==> config.mk <==
export PLATFORM = sky130hd
export DESIGN_NAME = irq_expander
export DESIGN_NICKNAME = d
export VERILOG_FILES = /design/src/logic/vector_ram.v /design/src/logic/ext_irq_chan.v /design/src/logic/irq_expander.v
export VERILOG_INCLUDE_DIRS = /design/src /design/src/logic
export SDC_FILE = /design/constraint.sdc
export NUM_CORES = 2
export LEC_CHECK = 0
export ABC_AREA = 1
export ABC_CLOCK_PERIOD_IN_PS = 6600
export BUFFER_PORTS_ARGS = -buffer_cell sky130_fd_sc_hd__buf_2
export CAP_MARGIN = 20
export CORE_MARGIN = 3
export CORE_UTILIZATION = 41
export DETAILED_ROUTE_END_ITERATION = 16
export HOLD_SLACK_MARGIN = 0.05
export PLACE_DENSITY_LB_ADDON = 0.12
export SYNTH_ARGS = -nofsm -noshare
export SYNTH_HDL_FRONTEND = slang
export SYNTH_SLANG_ARGS = --single-unit
==> constraint.sdc <==
create_clock -name mclk -period 6.6 [get_ports mclk]
set_input_delay 0 -clock mclk [delete_from_list [all_inputs] [get_ports mclk]]
set_output_delay 0 -clock mclk [all_outputs]
set_load 0.01 [all_outputs]
==> src/logic/irq_expander_defines.vh <==
// constants for the interrupt expander and external interrupt channels
`ifndef IRQ_EXPANDER_DEFINES_VH
`define IRQ_EXPANDER_DEFINES_VH
`define SRC_COUNT 96
`define SRC_USED 43
`define GROUP_SIZE 8
`define GROUP_COUNT 12
`define VEC_WIDTH 32
`define IDX_WIDTH 7
`define FETCH_CYCLES 4'd8
`define STAMP_WIDTH 16
`define GPIO_A_WIDTH 32
`define CHAN_A_SRC 7'd3
`define CHAN_B_SRC 7'd4
`define POL_FALLING 2'b00
`define POL_RISING 2'b01
`define POL_BOTH 2'b10
`define ADDR_CTRL 12'h000
`define ADDR_INT_STATUS 12'h004
`define ADDR_INT_MASK 12'h008
`define ADDR_ENABLE0 12'h010
`define ADDR_ENABLE1 12'h014
`define ADDR_ENABLE2 12'h018
`define ADDR_PENDING0 12'h020
`define ADDR_PENDING1 12'h024
`define ADDR_PENDING2 12'h028
`define ADDR_EXT_CFG0 12'h030
`define ADDR_EXT_CFG1 12'h034
`define ADDR_EXT_CFG2 12'h038
`define ADDR_EXT_STAMP0 12'h040
`define ADDR_EXT_STAMP1 12'h044
`define ADDR_EXT_STAMP2 12'h048
`define ADDR_VEC_BASE 3'b001
`define CTRL_NMI_ROUTE 0
`define CFG_EN 0
`define CFG_POL_LSB 1
`define CFG_SEL_LSB 4
`define CTRL_RESET 1'b0
`define CFG_RESET 9'h000
`endif

==> src/logic/vector_ram.v <==
// per-source vector storage, one write port, one registered read port
`timescale 1ns/1ps
`default_nettype none
`include "irq_expander_defines.vh"
module vector_ram (
  input wire mclk,
  input wire we,
  input wire [`IDX_WIDTH-1:0] waddr,
  input wire [`VEC_WIDTH-1:0] wdata,
  input wire [`IDX_WIDTH-1:0] raddr,
  output reg [`VEC_WIDTH-1:0] rdata
);
  reg [`VEC_WIDTH-1:0] mem [0:`SRC_COUNT-1];
  // no reset: contents are software's to load
  always @(posedge mclk) begin
    if (we) begin
      mem[waddr] <= wdata;
    end
    rdata <= mem[raddr];
  end
endmodule
`default_nettype wire

==> src/logic/ext_irq_chan.v <==
// one external interrupt channel: edge detect plus timestamp counter
`timescale 1ns/1ps
`default_nettype none
`include "irq_expander_defines.vh"
module ext_irq_chan (
  input wire mclk,
  input wire resetn,
  input wire pin,
  input wire enable,
  input wire [1:0] polarity,
  output reg edge_r,
  output reg [`STAMP_WIDTH-1:0] stamp_r
);
  reg pin_prev_r;
  wire rise = pin & ~pin_prev_r;
  wire fall = ~pin & pin_prev_r;
  reg hit;
  always @* begin
    case (polarity)
      `POL_FALLING: hit = fall;
      `POL_RISING: hit = rise;
      default: hit = rise | fall;
    endcase
  end
  always @(posedge mclk or negedge resetn) begin
    if (!resetn) begin
      pin_prev_r <= 1'b0;
      edge_r <= 1'b0;
      stamp_r <= {`STAMP_WIDTH{1'b0}};
    end else begin
      pin_prev_r <= pin;
      edge_r <= hit & enable;
      if (hit & enable) begin
        stamp_r <= {`STAMP_WIDTH{1'b0}};
      end else begin
        stamp_r <= stamp_r + 1'b1;
      end
    end
  end
endmodule
`default_nettype wire

==> src/logic/irq_expander.v <==
// grouped peripheral interrupt expander with three external channels
// Behaviour
// - accept 96 request inputs, 43 used
// - eight per group onto twelve cpu lines
// - each source has writable vector RAM entry
// - vector delivered eight cycles after acknowledge
// - separate enable for every single source
// - fixed order within group plus enable masks
// - three external channels: two general, one nonmaskable
// - falling, rising or both edge selection
// - per-channel enable blocks disabled channel requests
// - nonmaskable channel routes to line thirteen or nmi
// - 16-bit stamp counter cleared on valid edge
// - channel input picked from any port A pin
`timescale 1ns/1ps
`default_nettype none
`include "irq_expander_defines.vh"
module irq_expander (
  input wire mclk,
  input wire resetn,
  input wire psel,
  input wire penable,
  input wire pwrite,
  input wire [11:0] paddr,
  input wire [31:0] pwdata,
  output reg [31:0] prdata,
  output reg pready,
  output reg pslverr,
  input wire [`SRC_COUNT-1:0] periph_irq,
  input wire [`GPIO_A_WIDTH-1:0] gpio_a,
  output reg [`GROUP_COUNT-1:0] cpu_irq_line,
  output reg cpu_irq_line_thirteen,
  output reg cpu_nmi,
  input wire cpu_ack,
  input wire [3:0] cpu_ack_line,
  output reg [`VEC_WIDTH-1:0] cpu_vector,
  output reg cpu_vector_valid,
  output reg irq
);
  // lowest set bit of a group wins; hit says any was set
  function [3:0] first_set;
    input [7:0] v;
    integer k;
    begin
      first_set = 4'h0;
      for (k = 7; k >= 0; k = k - 1) begin
        if (v[k]) begin
          first_set = {1'b1, k[2:0]};
        end
      end
    end
  endfunction

  // register slots, decoded once and shared by the read and write paths
  localparam SLOT_CTRL = 4'd0;
  localparam SLOT_STATUS = 4'd1;
  localparam SLOT_MASK = 4'd2;
  localparam SLOT_EN0 = 4'd3;
  localparam SLOT_EN1 = 4'd4;
  localparam SLOT_EN2 = 4'd5;
  localparam SLOT_PEND0 = 4'd6;
  localparam SLOT_PEND1 = 4'd7;
  localparam SLOT_PEND2 = 4'd8;
  localparam SLOT_CFG0 = 4'd9;
  localparam SLOT_CFG1 = 4'd10;
  localparam SLOT_CFG2 = 4'd11;
  localparam SLOT_STAMP0 = 4'd12;
  localparam SLOT_STAMP1 = 4'd13;
  localparam SLOT_STAMP2 = 4'd14;
  localparam SLOT_NONE = 4'd15;

  function [3:0] reg_slot;
    input [11:0] a;
    begin
      case (a)
        `ADDR_CTRL: reg_slot = SLOT_CTRL;
        `ADDR_INT_STATUS: reg_slot = SLOT_STATUS;
        `ADDR_INT_MASK: reg_slot = SLOT_MASK;
        `ADDR_ENABLE0: reg_slot = SLOT_EN0;
        `ADDR_ENABLE1: reg_slot = SLOT_EN1;
        `ADDR_ENABLE2: reg_slot = SLOT_EN2;
        `ADDR_PENDING0: reg_slot = SLOT_PEND0;
        `ADDR_PENDING1: reg_slot = SLOT_PEND1;
        `ADDR_PENDING2: reg_slot = SLOT_PEND2;
        `ADDR_EXT_CFG0: reg_slot = SLOT_CFG0;
        `ADDR_EXT_CFG1: reg_slot = SLOT_CFG1;
        `ADDR_EXT_CFG2: reg_slot = SLOT_CFG2;
        `ADDR_EXT_STAMP0: reg_slot = SLOT_STAMP0;
        `ADDR_EXT_STAMP1: reg_slot = SLOT_STAMP1;
        `ADDR_EXT_STAMP2: reg_slot = SLOT_STAMP2;
        default: reg_slot = SLOT_NONE;
      endcase
    end
  endfunction

  reg ctrl_r;
  reg [2:0] status_r;
  reg [2:0] mask_r;
  reg [`SRC_COUNT-1:0] enable_r;
  reg [`SRC_COUNT-1:0] pending_r;
  reg [8:0] cfg_r [0:2];
  wire [2:0] chan_edge;
  wire [`STAMP_WIDTH-1:0] stamp [0:2];

  // external channels
  genvar c;
  generate
    for (c = 0; c < 3; c = c + 1) begin : chan
      wire sel_pin = gpio_a[cfg_r[c][`CFG_SEL_LSB +: 5]];
      ext_irq_chan u_chan (
        .mclk(mclk),
        .resetn(resetn),
        .pin(sel_pin),
        .enable(cfg_r[c][`CFG_EN]),
        .polarity(cfg_r[c][`CFG_POL_LSB +: 2]),
        .edge_r(chan_edge[c]),
        .stamp_r(stamp[c])
      );
    end
  endgenerate

  // apb decode
  wire acc = psel & penable;
  wire in_vec = (paddr[11:9] == `ADDR_VEC_BASE) && (paddr[8:2] < `SRC_COUNT);
  wire wr_now = acc & pready & pwrite;
  wire [3:0] slot = reg_slot(paddr);
  reg apb_ram_wait_r;
  reg known;
  reg [31:0] rd_val;
  always @* begin
    known = 1'b1;
    rd_val = 32'h0000_0000;
    case (slot)
      SLOT_CTRL: rd_val = {31'h0000_0000, ctrl_r};
      SLOT_STATUS: rd_val = {29'h0000_0000, status_r};
      SLOT_MASK: rd_val = {29'h0000_0000, mask_r};
      SLOT_EN0: rd_val = enable_r[31:0];
      SLOT_EN1: rd_val = enable_r[63:32];
      SLOT_EN2: rd_val = enable_r[95:64];
      SLOT_PEND0: rd_val = pending_r[31:0];
      SLOT_PEND1: rd_val = pending_r[63:32];
      SLOT_PEND2: rd_val = pending_r[95:64];
      SLOT_CFG0: rd_val = {23'h00_0000, cfg_r[0]};
      SLOT_CFG1: rd_val = {23'h00_0000, cfg_r[1]};
      SLOT_CFG2: rd_val = {23'h00_0000, cfg_r[2]};
      SLOT_STAMP0: rd_val = {16'h0000, stamp[0]};
      SLOT_STAMP1: rd_val = {16'h0000, stamp[1]};
      SLOT_STAMP2: rd_val = {16'h0000, stamp[2]};
      default: known = in_vec;
    endcase
  end

  // acknowledge and vector fetch
  wire ack_ok = cpu_ack && (cpu_ack_line >= 4'd1) && (cpu_ack_line <= 4'd12);
  wire [3:0] grp = cpu_ack_line - 4'd1;
  wire [7:0] grp_req = pending_r[{grp, 3'b000} +: 8] & enable_r[{grp, 3'b000} +: 8];
  wire [3:0] win = first_set(grp_req);
  wire [`IDX_WIDTH-1:0] win_idx = {grp[3:0], win[2:0]};
  localparam F_IDLE = 2'd0;
  localparam F_LOAD = 2'd1;
  localparam F_COUNT = 2'd2;
  reg [1:0] fstate_r;
  reg [3:0] fcnt_r;
  reg hit_r;
  reg [`VEC_WIDTH-1:0] vec_hold_r;
  wire take_ack = ack_ok & (fstate_r == F_IDLE);
  // fetch owns the read port; an apb vector read simply retries
  wire apb_ram_issue = acc & ~pready & in_vec & ~pwrite & ~apb_ram_wait_r & ~take_ack;
  wire [`IDX_WIDTH-1:0] ram_raddr = take_ack ? win_idx : paddr[8:2];
  wire [`VEC_WIDTH-1:0] ram_q;

  vector_ram u_ram (
    .mclk(mclk),
    .we(wr_now & in_vec),
    .waddr(paddr[8:2]),
    .wdata(pwdata),
    .raddr(ram_raddr),
    .rdata(ram_q)
  );

  // pending flags: a request in the clearing cycle is kept
  reg [`SRC_COUNT-1:0] pend_set;
  reg [`SRC_COUNT-1:0] pend_clr;
  always @* begin
    pend_set = periph_irq;
    pend_set[`CHAN_A_SRC] = periph_irq[`CHAN_A_SRC] | chan_edge[0];
    pend_set[`CHAN_B_SRC] = periph_irq[`CHAN_B_SRC] | chan_edge[1];
    pend_clr = {`SRC_COUNT{1'b0}};
    if (take_ack & win[3]) begin
      pend_clr[win_idx] = 1'b1;
    end
  end

  // one cpu line per group of eight; the line trails pending by a cycle
  wire [`GROUP_COUNT-1:0] grp_any;
  genvar g;
  generate
    for (g = 0; g < `GROUP_COUNT; g = g + 1) begin : grp_or
      assign grp_any[g] = |(pending_r[g*8 +: 8] & enable_r[g*8 +: 8]);
    end
  endgenerate

  // set beats a write-one clear in the same cycle
  wire [2:0] status_nxt = (status_r & ~(wr_now && slot == SLOT_STATUS ? pwdata[2:0] : 3'b000))
    | chan_edge;
  integer i;
  always @(posedge mclk or negedge resetn) begin
    if (!resetn) begin
      ctrl_r <= `CTRL_RESET;
      status_r <= 3'b000;
      mask_r <= 3'b000;
      enable_r <= {`SRC_COUNT{1'b0}};
      pending_r <= {`SRC_COUNT{1'b0}};
      for (i = 0; i < 3; i = i + 1) begin
        cfg_r[i] <= `CFG_RESET;
      end
      prdata <= 32'h0000_0000;
      pready <= 1'b0;
      pslverr <= 1'b0;
      apb_ram_wait_r <= 1'b0;
      cpu_irq_line <= {`GROUP_COUNT{1'b0}};
      cpu_irq_line_thirteen <= 1'b0;
      cpu_nmi <= 1'b0;
      fstate_r <= F_IDLE;
      fcnt_r <= 4'h0;
      hit_r <= 1'b0;
      vec_hold_r <= {`VEC_WIDTH{1'b0}};
      cpu_vector <= {`VEC_WIDTH{1'b0}};
      cpu_vector_valid <= 1'b0;
      irq <= 1'b0;
    end else begin
      pending_r <= (pending_r & ~pend_clr) | pend_set;
      status_r <= status_nxt;
      irq <= |(status_nxt & mask_r);
      cpu_irq_line <= grp_any;
      cpu_irq_line_thirteen <= chan_edge[2] & ~ctrl_r;
      cpu_nmi <= chan_edge[2] & ctrl_r;
      // apb: one wait cycle for registers and vector writes, two or more for vector reads
      pready <= 1'b0;
      pslverr <= 1'b0;
      if (acc & ~pready) begin
        if (apb_ram_wait_r) begin
          apb_ram_wait_r <= 1'b0;
          prdata <= ram_q;
          pready <= 1'b1;
        end else if (apb_ram_issue) begin
          apb_ram_wait_r <= 1'b1;
        end else if (~(in_vec & ~pwrite)) begin
          prdata <= pwrite ? 32'h0000_0000 : rd_val;
          pslverr <= ~known;
          pready <= 1'b1;
        end
      end
      if (wr_now) begin
        case (slot)
          SLOT_CTRL: ctrl_r <= pwdata[`CTRL_NMI_ROUTE];
          SLOT_MASK: mask_r <= pwdata[2:0];
          SLOT_EN0: enable_r[31:0] <= pwdata;
          SLOT_EN1: enable_r[63:32] <= pwdata;
          SLOT_EN2: enable_r[95:64] <= pwdata;
          SLOT_CFG0: cfg_r[0] <= pwdata[8:0];
          SLOT_CFG1: cfg_r[1] <= pwdata[8:0];
          SLOT_CFG2: cfg_r[2] <= pwdata[8:0];
          default: ;
        endcase
      end
      // vector fetch plus context save takes a fixed count
      cpu_vector_valid <= 1'b0;
      case (fstate_r)
        F_IDLE: begin
          if (take_ack) begin
            fstate_r <= F_LOAD;
            fcnt_r <= 4'h1;
            hit_r <= win[3];
          end
        end
        F_LOAD: begin
          // the winner's ram word stands on the read port now
          vec_hold_r <= hit_r ? ram_q : {`VEC_WIDTH{1'b0}};
          fcnt_r <= fcnt_r + 4'h1;
          fstate_r <= F_COUNT;
        end
        F_COUNT: begin
          // context save is plain waiting here, no bus traffic
          fcnt_r <= fcnt_r + 4'h1;
          if (fcnt_r == `FETCH_CYCLES - 4'h1) begin
            fstate_r <= F_IDLE;
            cpu_vector <= vec_hold_r;
            cpu_vector_valid <= 1'b1;
          end
        end
        default: fstate_r <= F_IDLE;
      endcase
    end
  end
endmodule
`default_nettype wire

-- Word level (Yosys, flattened, before mapping)
Memory sizes are Yosys's and may differ from the RTL's. A register that Yosys moved wholly into a read port is not among the register bits.
Index checks and enable logic that the tools add are counted.
- register bits after elaboration: 402
- bits in writable memories: 3072
- bits of input ports: 182
- output and inout port bits: 82
- memories: 1
- $add $sub $neg: 5
- $lt $le $gt $ge: 8
- eq/ne operators: 39
- shift operators: 2
- multiplexer cells: 52
- bitwise logic cells: 60
- reduce and logical (&&, ||, !) cells: 40
- memory list (memory ; depth ; width ; read ports ; clocked after Yosys merged registers in ; wr ports ; RTL line ; RTL):
    u_ram.mem ; 96 ; 32 ; 1 ; 1 ; 1 ; vector_ram.v:13 ; reg [`VEC_WIDTH-1:0] mem [0:`SRC_COUNT-1];
- operator list (kind ; count):
    32-bit case mux with 15 select lines ; 1
    96-bit by 8-bit indexed part select with 8-bit output ; 2
    32-bit 2-to-1 mux ; 5
    8-bit AND ; 13
    96-bit AND ; 1
    96-bit 2-to-1 mux ; 1
    96-bit NOT ; 1
    96-bit OR ; 1
    8-bit OR reduction ; 12
    12-bit by 6-bit equality test with 1-bit output, second input constant ; 6
    4-bit case mux with 15 select lines ; 1
    16-bit by 1-bit adder with 16-bit output, second input constant ; 3
    16-bit 2-to-1 mux ; 3
    12-bit by 5-bit equality test with 1-bit output, second input constant ; 3
    12-bit by 7-bit equality test with 1-bit output, second input constant ; 3
    4-bit 2-to-1 mux ; 9
    4-bit equality test, second input constant ; 7
    2-bit AND reduction ; 12
    1-bit AND ; 23
    4-bit by 3-bit equality test with 1-bit output, second input constant ; 5
    1-bit 2-to-1 mux ; 19
    5-bit by 6-bit less-than comparator with 1-bit output, second input constant ; 3
    1-bit binary-select mux with 5-bit select ; 3
    15-bit OR reduction ; 1
    other kinds (35) ; 68

-- Depth between registers and ports, before layout
- depth after elaboration: 19
- mapped depth: 35
- gate-level depth less buffers: 29

-- Hierarchy
From an unflattened synthesis, not the netlist that was laid out.
- cell total of the unflattened synthesis: 13110
- area, all modules: 145229.3 um^2
- by module, submodules not included (module ; instances ; cells each ; area an instance (um^2)):
    vector_ram ; 1 ; 10291 ; 124006.4
    irq_expander ; 1 ; 2414 ; 18242.5
    ext_irq_chan ; 3 ; 135 ; 993.5

-- Least setup slack after synthesis
Ideal clock, no wire load.
- path kind: in2reg
- start point: in cpu_ack_line[0]
- end point: reg u_ram.rdata[3], read port of u_ram.mem
- data arrival time: 3178 ps
- data required time: 6486 ps
- setup slack: 3308 ps
- stages: 24
- buffers on the path: 7
- cell sequence: buf_2 > inv_4 > buf_6 > buf_2 > ha_1 > inv_2 > buf_4 > buf_2 > o21ai_1 > o21ai_0 > nor2_1 > a21oi_4 > and2_2 > nand2_1 > a21oi_2 > a21boi_4 > inv_2 > buf_4 > clkbuf_1 > nand3_1 > nand3_1 > nand3_1 > nand3_1 > nand2_1
- word-level cells in the longest chain between the ends: 12
- elaborated cells on any way between the ends: 18
- those cells by class: add/sub (1); order compare (2); shift (2); mux (9); bitwise (2); reduce/logical (2)
- ends and longest elaborated chain (item ; RTL line ; RTL):
    start: declaration ; irq_expander.v:35 ; input wire [3:0] cpu_ack_line,
    4-bit by 1-bit subtractor with 4-bit output ; irq_expander.v:155 ; wire [3:0] grp = cpu_ack_line - 4'd1;
    96-bit by 8-bit indexed part select with 8-bit output ; irq_expander.v:156 ; wire [7:0] grp_req = pending_r[{grp, 3'b000} +: 8] & enable_r[{grp, 3'b000} +: 8];
    8-bit AND ; irq_expander.v:156 ;
    4-bit 2-to-1 mux (8 in series) ; irq_expander.v:47 ; if (v[k]) begin
    7-bit 2-to-1 mux * ; irq_expander.v:169 ; wire [`IDX_WIDTH-1:0] ram_raddr = take_ack ? win_idx : paddr[8:2];
    end: declaration ; vector_ram.v:11 ; output reg [`VEC_WIDTH-1:0] rdata
Every way passes the cells marked *; elsewhere a longest branch is shown, timed or not.
A chain may end at the register's enable or synchronous reset.

-- Final worst setup path
- start point: reg pending_r[13]
- end point: reg u_ram.rdata[30], read port of u_ram.mem
- word-level cells in the longest chain between the ends: 9
- ends and longest elaborated chain (item ; RTL line ; RTL):
    start: declaration ; irq_expander.v:100 ; reg [`SRC_COUNT-1:0] pending_r;
    start signal: assignment ; irq_expander.v:213 ; pending_r <= {`SRC_COUNT{1'b0}};
    start signal: assignment ; irq_expander.v:232 ; pending_r <= (pending_r & ~pend_clr) | pend_set;
    96-bit by 8-bit indexed part select with 8-bit output ; irq_expander.v:156 ;
    8-bit AND ; irq_expander.v:156 ;
    4-bit 2-to-1 mux (6 in series) ; irq_expander.v:47 ;
    7-bit 2-to-1 mux ; irq_expander.v:169 ;
No other way between the ends.

==> impl_metrics.prom <==
# TYPE chip_impl_metric gauge
chip_impl_info{name="outcome",value="completed"} 1
chip_impl_metric{name="post_cts_resized",unit=""} 0
chip_impl_metric{name="holdBufCountCts",unit=""} 319
chip_impl_metric{name="dieHeight",unit="um"} 614
chip_impl_metric{name="remaining_drc_errors",unit=""} 0
chip_impl_metric{name="global_router_s_overall_resource_usage",unit="%"} 28.0
chip_impl_metric{name="netlist_area",unit="um^2"} 151000
chip_impl_metric{name="final_cycle_utilization_of_the_critical_path",unit="%"} 85.7
chip_impl_metric{name="first_global_vias",unit=""} 105412
chip_impl_metric{name="synth_seq_area_share",unit="%"} 68.0
chip_impl_metric{name="crit_path_max_cell_delay",unit="ns"} 0.57
chip_impl_metric{name="synth_nets",unit=""} 13962
chip_impl_metric{name="clock_transition_at_path_regs",unit="ns"} 0.06
chip_impl_metric{name="timing.final.setup_violations",unit=""} 0
chip_impl_metric{name="leakage_component_of_the_power",unit="nW"} 66.5
chip_impl_metric{name="final.setup.worst_slack",unit="ns"} 0.944
chip_impl_metric{name="number_of_violations_of_the_max_capacitance_limit",unit=""} 0
chip_impl_metric{name="total_number_of_clock_tree_sinks",unit=""} 3506
chip_impl_metric{name="grt_start_max_net_pins",unit=""} 173
chip_impl_metric{name="numCtsBuffers",unit=""} 383
chip_impl_metric{name="grt_antenna_before_repair",unit=""} 28
chip_impl_info{name="grt_setup_unrepaired",value="false"} 1
chip_impl_metric{name="rrSetupSlack",unit="ns"} 0.94
chip_impl_info{name="reg2reg_to",value="u_ram.rdata[30]"} 1
chip_impl_info{name="hold_path.class",value="input pin to flip-flop"} 1
chip_impl_info{name="cp_cell_sequence",value="nand2_1 -> inv_1 -> o211ai_1 -> a21oi_1 -> nor2_1 -> and2_1 -> nand2_1 -> nand2_1 -> nand2_2 -> nand2_2 -> nand2_8 -> inv_8 -> buf_12 -> buf_12 -> buf_4 -> nand3_1 -> nand3_1 -> nand3_1 -> nand2_1 -> nand2_1 -> nand3_1 -> nand3_1 -> nand2_1"} 1
chip_impl_metric{name="wl_per_cell",unit="um"} 27.9
chip_impl_metric{name="yosys_register_bits",unit=""} 3506
chip_impl_metric{name="vias_per_cell",unit=""} 5.67
chip_impl_metric{name="grt_pass1_wl",unit="um"} 768000
chip_impl_metric{name="timing.critical_path.required",unit="ns"} 7.53
chip_impl_metric{name="n_fill_cell",unit=""} 33116
chip_impl_metric{name="final.setup_skew",unit="ns"} 0.0358
chip_impl_metric{name="grt_overflow",unit=""} 0
chip_impl_info{name="synth-main-ff-cell",value="edfxtp_1"} 1
chip_impl_metric{name="hold_depth",unit=""} 2
chip_impl_metric{name="cts_htree_levels",unit=""} 5
chip_impl_metric{name="wl",unit="um"} 539000
chip_impl_metric{name="placement_rows",unit=""} 222
chip_impl_metric{name="postRouteAntennaNets",unit=""} 0
chip_impl_metric{name="place.detailed.hpwl",unit="um"} 313000
chip_impl_metric{name="dp_slack",unit="ns"} 0.492
chip_impl_metric{name="ff2ff_path_depth",unit=""} 23
chip_impl_info{name="cts_tree",value="yes"} 1
chip_impl_metric{name="post-cts-setup-buffers",unit=""} 0
chip_impl_info{name="crit_top_cell",value="nand2_1"} 1
chip_impl_metric{name="finalHoldViolations",unit=""} 0
chip_impl_metric{name="unique_masters_post_synth",unit=""} 54
chip_impl_metric{name="maxSlewViolCount",unit=""} 0
chip_impl_metric{name="clock_tree.buffer_depth",unit=""} 4
chip_impl_metric{name="peakVddDrop",unit="uV"} 206
chip_impl_metric{name="post_layout_nets",unit=""} 14412
chip_impl_metric{name="final.setup.tns",unit="ns"} 0
chip_impl_info{name="rr_startpoint",value="pending_r[13]"} 1
chip_impl_info{name="timing.critical_path.max_delay_family",value="simple AND/OR/NAND/NOR gates"} 1
chip_impl_metric{name="drt-initial-drc-count",unit=""} 13342
chip_impl_metric{name="coreArea",unit="um^2"} 367000
chip_impl_metric{name="drive_gt1_share",unit="%"} 8.98
chip_impl_metric{name="drt-pass1-iter-count",unit=""} 9
chip_impl_metric{name="synthesis.yosys.warnings",unit=""} 0
chip_impl_metric{name="power.density",unit="nW/um^2"} 332
chip_impl_metric{name="gp_congestion",unit=""} 0.950
chip_impl_info{name="setup.worst_path.end_class",value="flip-flop"} 1
chip_impl_metric{name="dieArea",unit="um^2"} 377000
chip_impl_metric{name="worst_pin_slew",unit="ns"} 1.17
chip_impl_metric{name="achievable-frequency",unit="MHz"} 177
chip_impl_metric{name="insertion_delay",unit="ns"} 0.99
chip_impl_info{name="hold_end",value="u_ram.mem[66][13]"} 1
chip_impl_info{name="startpoint_type",value="flip-flop"} 1
chip_impl_info{name="cpMaxStageDelayCell",value="inv_8"} 1
chip_impl_info{name="timing_worst_setup_path_type",value="flip-flop to flip-flop"} 1
chip_impl_metric{name="maxSlewHeadroom",unit="%"} 22.1
chip_impl_metric{name="postSynthAreaPerCell",unit="um^2"} 11.0
chip_impl_metric{name="synth-edff-count",unit=""} 3072
chip_impl_metric{name="post-route-min-period",unit="ns"} 5.66
chip_impl_metric{name="floorplan.initialDensity",unit="%"} 41.3
chip_impl_metric{name="dr_total_vias",unit=""} 109731
chip_impl_info{name="holdCritStartpoint",value="pwdata[13]"} 1
chip_impl_metric{name="async_flop_share",unit="%"} 11.5
chip_impl_metric{name="crit_path_max_fanout",unit=""} 52
chip_impl_metric{name="io-pin-count",unit=""} 264
chip_impl_info{name="cts_root_buffer",value="clkbuf_16"} 1
chip_impl_metric{name="die_width",unit="um"} 614
chip_impl_metric{name="place.port_buffers",unit=""} 263
chip_impl_metric{name="syn2layout_area_growth",unit="%"} 15.3
chip_impl_metric{name="data_arrival_at_the_endpoint_of_the_critical_path",unit="ns"} 6.58
chip_impl_metric{name="netlist_instances",unit=""} 13759
chip_impl_metric{name="critPathBufInv",unit=""} 5
[power breakdown]
| part | switching, mW | leakage [nW] | internal, mW |
|---|---|---|---|
| clock | 8.98 | 5.96 | 12.3 |
| sequential | 0.512 | 32.8 | 24.5 |
| combinational | 8.66 | 27.7 | 3.14 |
| total | 18.2 | 66.5 | 39.9 |
[cells in the mapped netlist, drive strengths merged (4+ instances only)]
| library cell | count | area share (%) |
|---|---|---|
| a221oi | 40 | 0.23 |
| o22ai | 79 | 0.33 |
| o21ai | 911 | 3.0 |
| xor2 | 5 | 0.029 |
| a22o | 4 | 0.023 |
| a21oi | 255 | 0.85 |
| nor3 | 37 | 0.13 |
| nand3b | 616 | 3.1 |
| ha | 21 | 0.17 |
| edfxtp | 3072 | 61 |
| inv | 1601 | 4.0 |
| clkinv | 8 | 0.020 |
| clkbuf | 404 | 1.0 |
| nand3 | 2620 | 8.7 |
| buf | 474 | 1.6 |
| nand4 | 21 | 0.087 |
| nor4 | 9 | 0.037 |
| nor2 | 728 | 1.8 |
| o2111ai | 7 | 0.040 |
| dfxtp | 32 | 0.42 |
| dfrtp | 402 | 6.6 |
| o211ai | 132 | 0.65 |
| nor3b | 4 | 0.020 |
| o31ai | 7 | 0.035 |
| nand2 | 2061 | 5.1 |
| o21bai | 165 | 0.82 |
| o221ai | 22 | 0.13 |
[layout by cell type, fill, tap and decap left out, types with 230 or more instances in the layout]
| master | count |
|---|---|
| a21oi_1 | 253 |
| buf_2 | 230 |
| buf_4 | 339 |
| clkbuf_16 | 392 |
| dfrtp_1 | 402 |
| dlygate4sd3_1 | 317 |
| edfxtp_1 | 3072 |
| inv_1 | 1589 |
| nand2_1 | 2049 |
| nand3_1 | 2611 |
| nand3b_1 | 616 |
| nor2_1 | 624 |
| o21ai_0 | 650 |
| o21ai_1 | 257 |
[cell type report]
class | instances | area (um^2) | share of cell area (%)
diodes | 16 | 40.0 | 0.0229
clock buffers | 493 | 10400 | 5.94
clock inverters | 198 | 1860 | 1.06
inverters | 1609 | 6070 | 3.48
multi-input cells | 7766 | 39300 | 22.5
flip-flops and latches | 3506 | 103000 | 59.0
well taps | 4816 | 6030 | 3.45
repair buffers | 943 | 8020 | 4.59
[cells by family (layout without fill, tap and decap cells)]
logic type	Yosys count	in the layout	share of synthesized area [%]
other	0	16	0
AND/OR/NAND/NOR	6105	6105	19.0
XOR/XNOR	5	5	0.0289
adder cells (fa/ha/maj)	21	21	0.174
buffers and inverters	2487	3243	6.62
AO/OA/AOI/OAI	1635	1635	6.19
flip-flops	3506	3506	68.0
[how the worst max path moves through the flow]
stage                     from               to  cells past startpoint
6_report         pending_r[13]  u_ram.rdata[30]                     23
3_5_place_dp   cpu_ack_line[1]  u_ram.rdata[30]                     25
3_3_place_gp   cpu_ack_line[1]  u_ram.rdata[30]                     25
2_1_floorplan  cpu_ack_line[0]   u_ram.rdata[3]                     24
5_1_grt          pending_r[13]  u_ram.rdata[30]                     22
4_1_cts          pending_r[16]  u_ram.rdata[30]                     23
[metal layers]
metal  global-route usage, %  vias up  wire, um
met1                    39.3    55313    230000
met2                    43.9     4819    245000
met4                    9.99        6     20600
met5                       0        -        41
li1                        -    48782         -
met3                    4.62      811     43400
[worst reg2reg max path, delay by kind of cell (launching register included)]
| family | cells | cell delay [ns] |
|---|---|---|
| AOI/OAI and AO/OA | 2 | 0.30 |
| buffers and inverters | 5 | 1.78 |
| DFF | 1 | 0.49 |
| and+or+nand+nor | 16 | 3.01 |
[through the flow]
step	power, mW	area, um^2	hold WS, ns	std cells	utilization (%)
floorplan	31.8	151000	-0.296	13759	-
global placement	37.0	159000	0.0873	18319	43.4
detailed placement	37.0	159000	0.0903	18320	43.4
CTS	58.3	175000	0.0512	19330	47.6
global route	60.1	175000	0.0829	19332	47.6
finish	58.0	175000	0.0949	19347	47.6
[flip-flops by register name, summed over array words and instances (netlist names), 2 cells and up]
| register | count |
|---|---|
| enable_r | 96 |
| cfg_r | 27 |
| fcnt_r | 4 |
| u_ram.rdata | 32 |
| pending_r | 96 |
| u_ram.mem | 3072 |
| cpu_irq_line | 12 |
| prdata | 32 |
| chan.u_chan.pin_prev_r | 3 |
| chan.u_chan.edge_r | 3 |
| fstate_r | 2 |
| status_r | 3 |
| vec_hold_r | 32 |
| cpu_vector | 32 |
| mask_r | 3 |
| chan.u_chan.stamp_r | 48 |
Power figures use the tool's default switching activity.
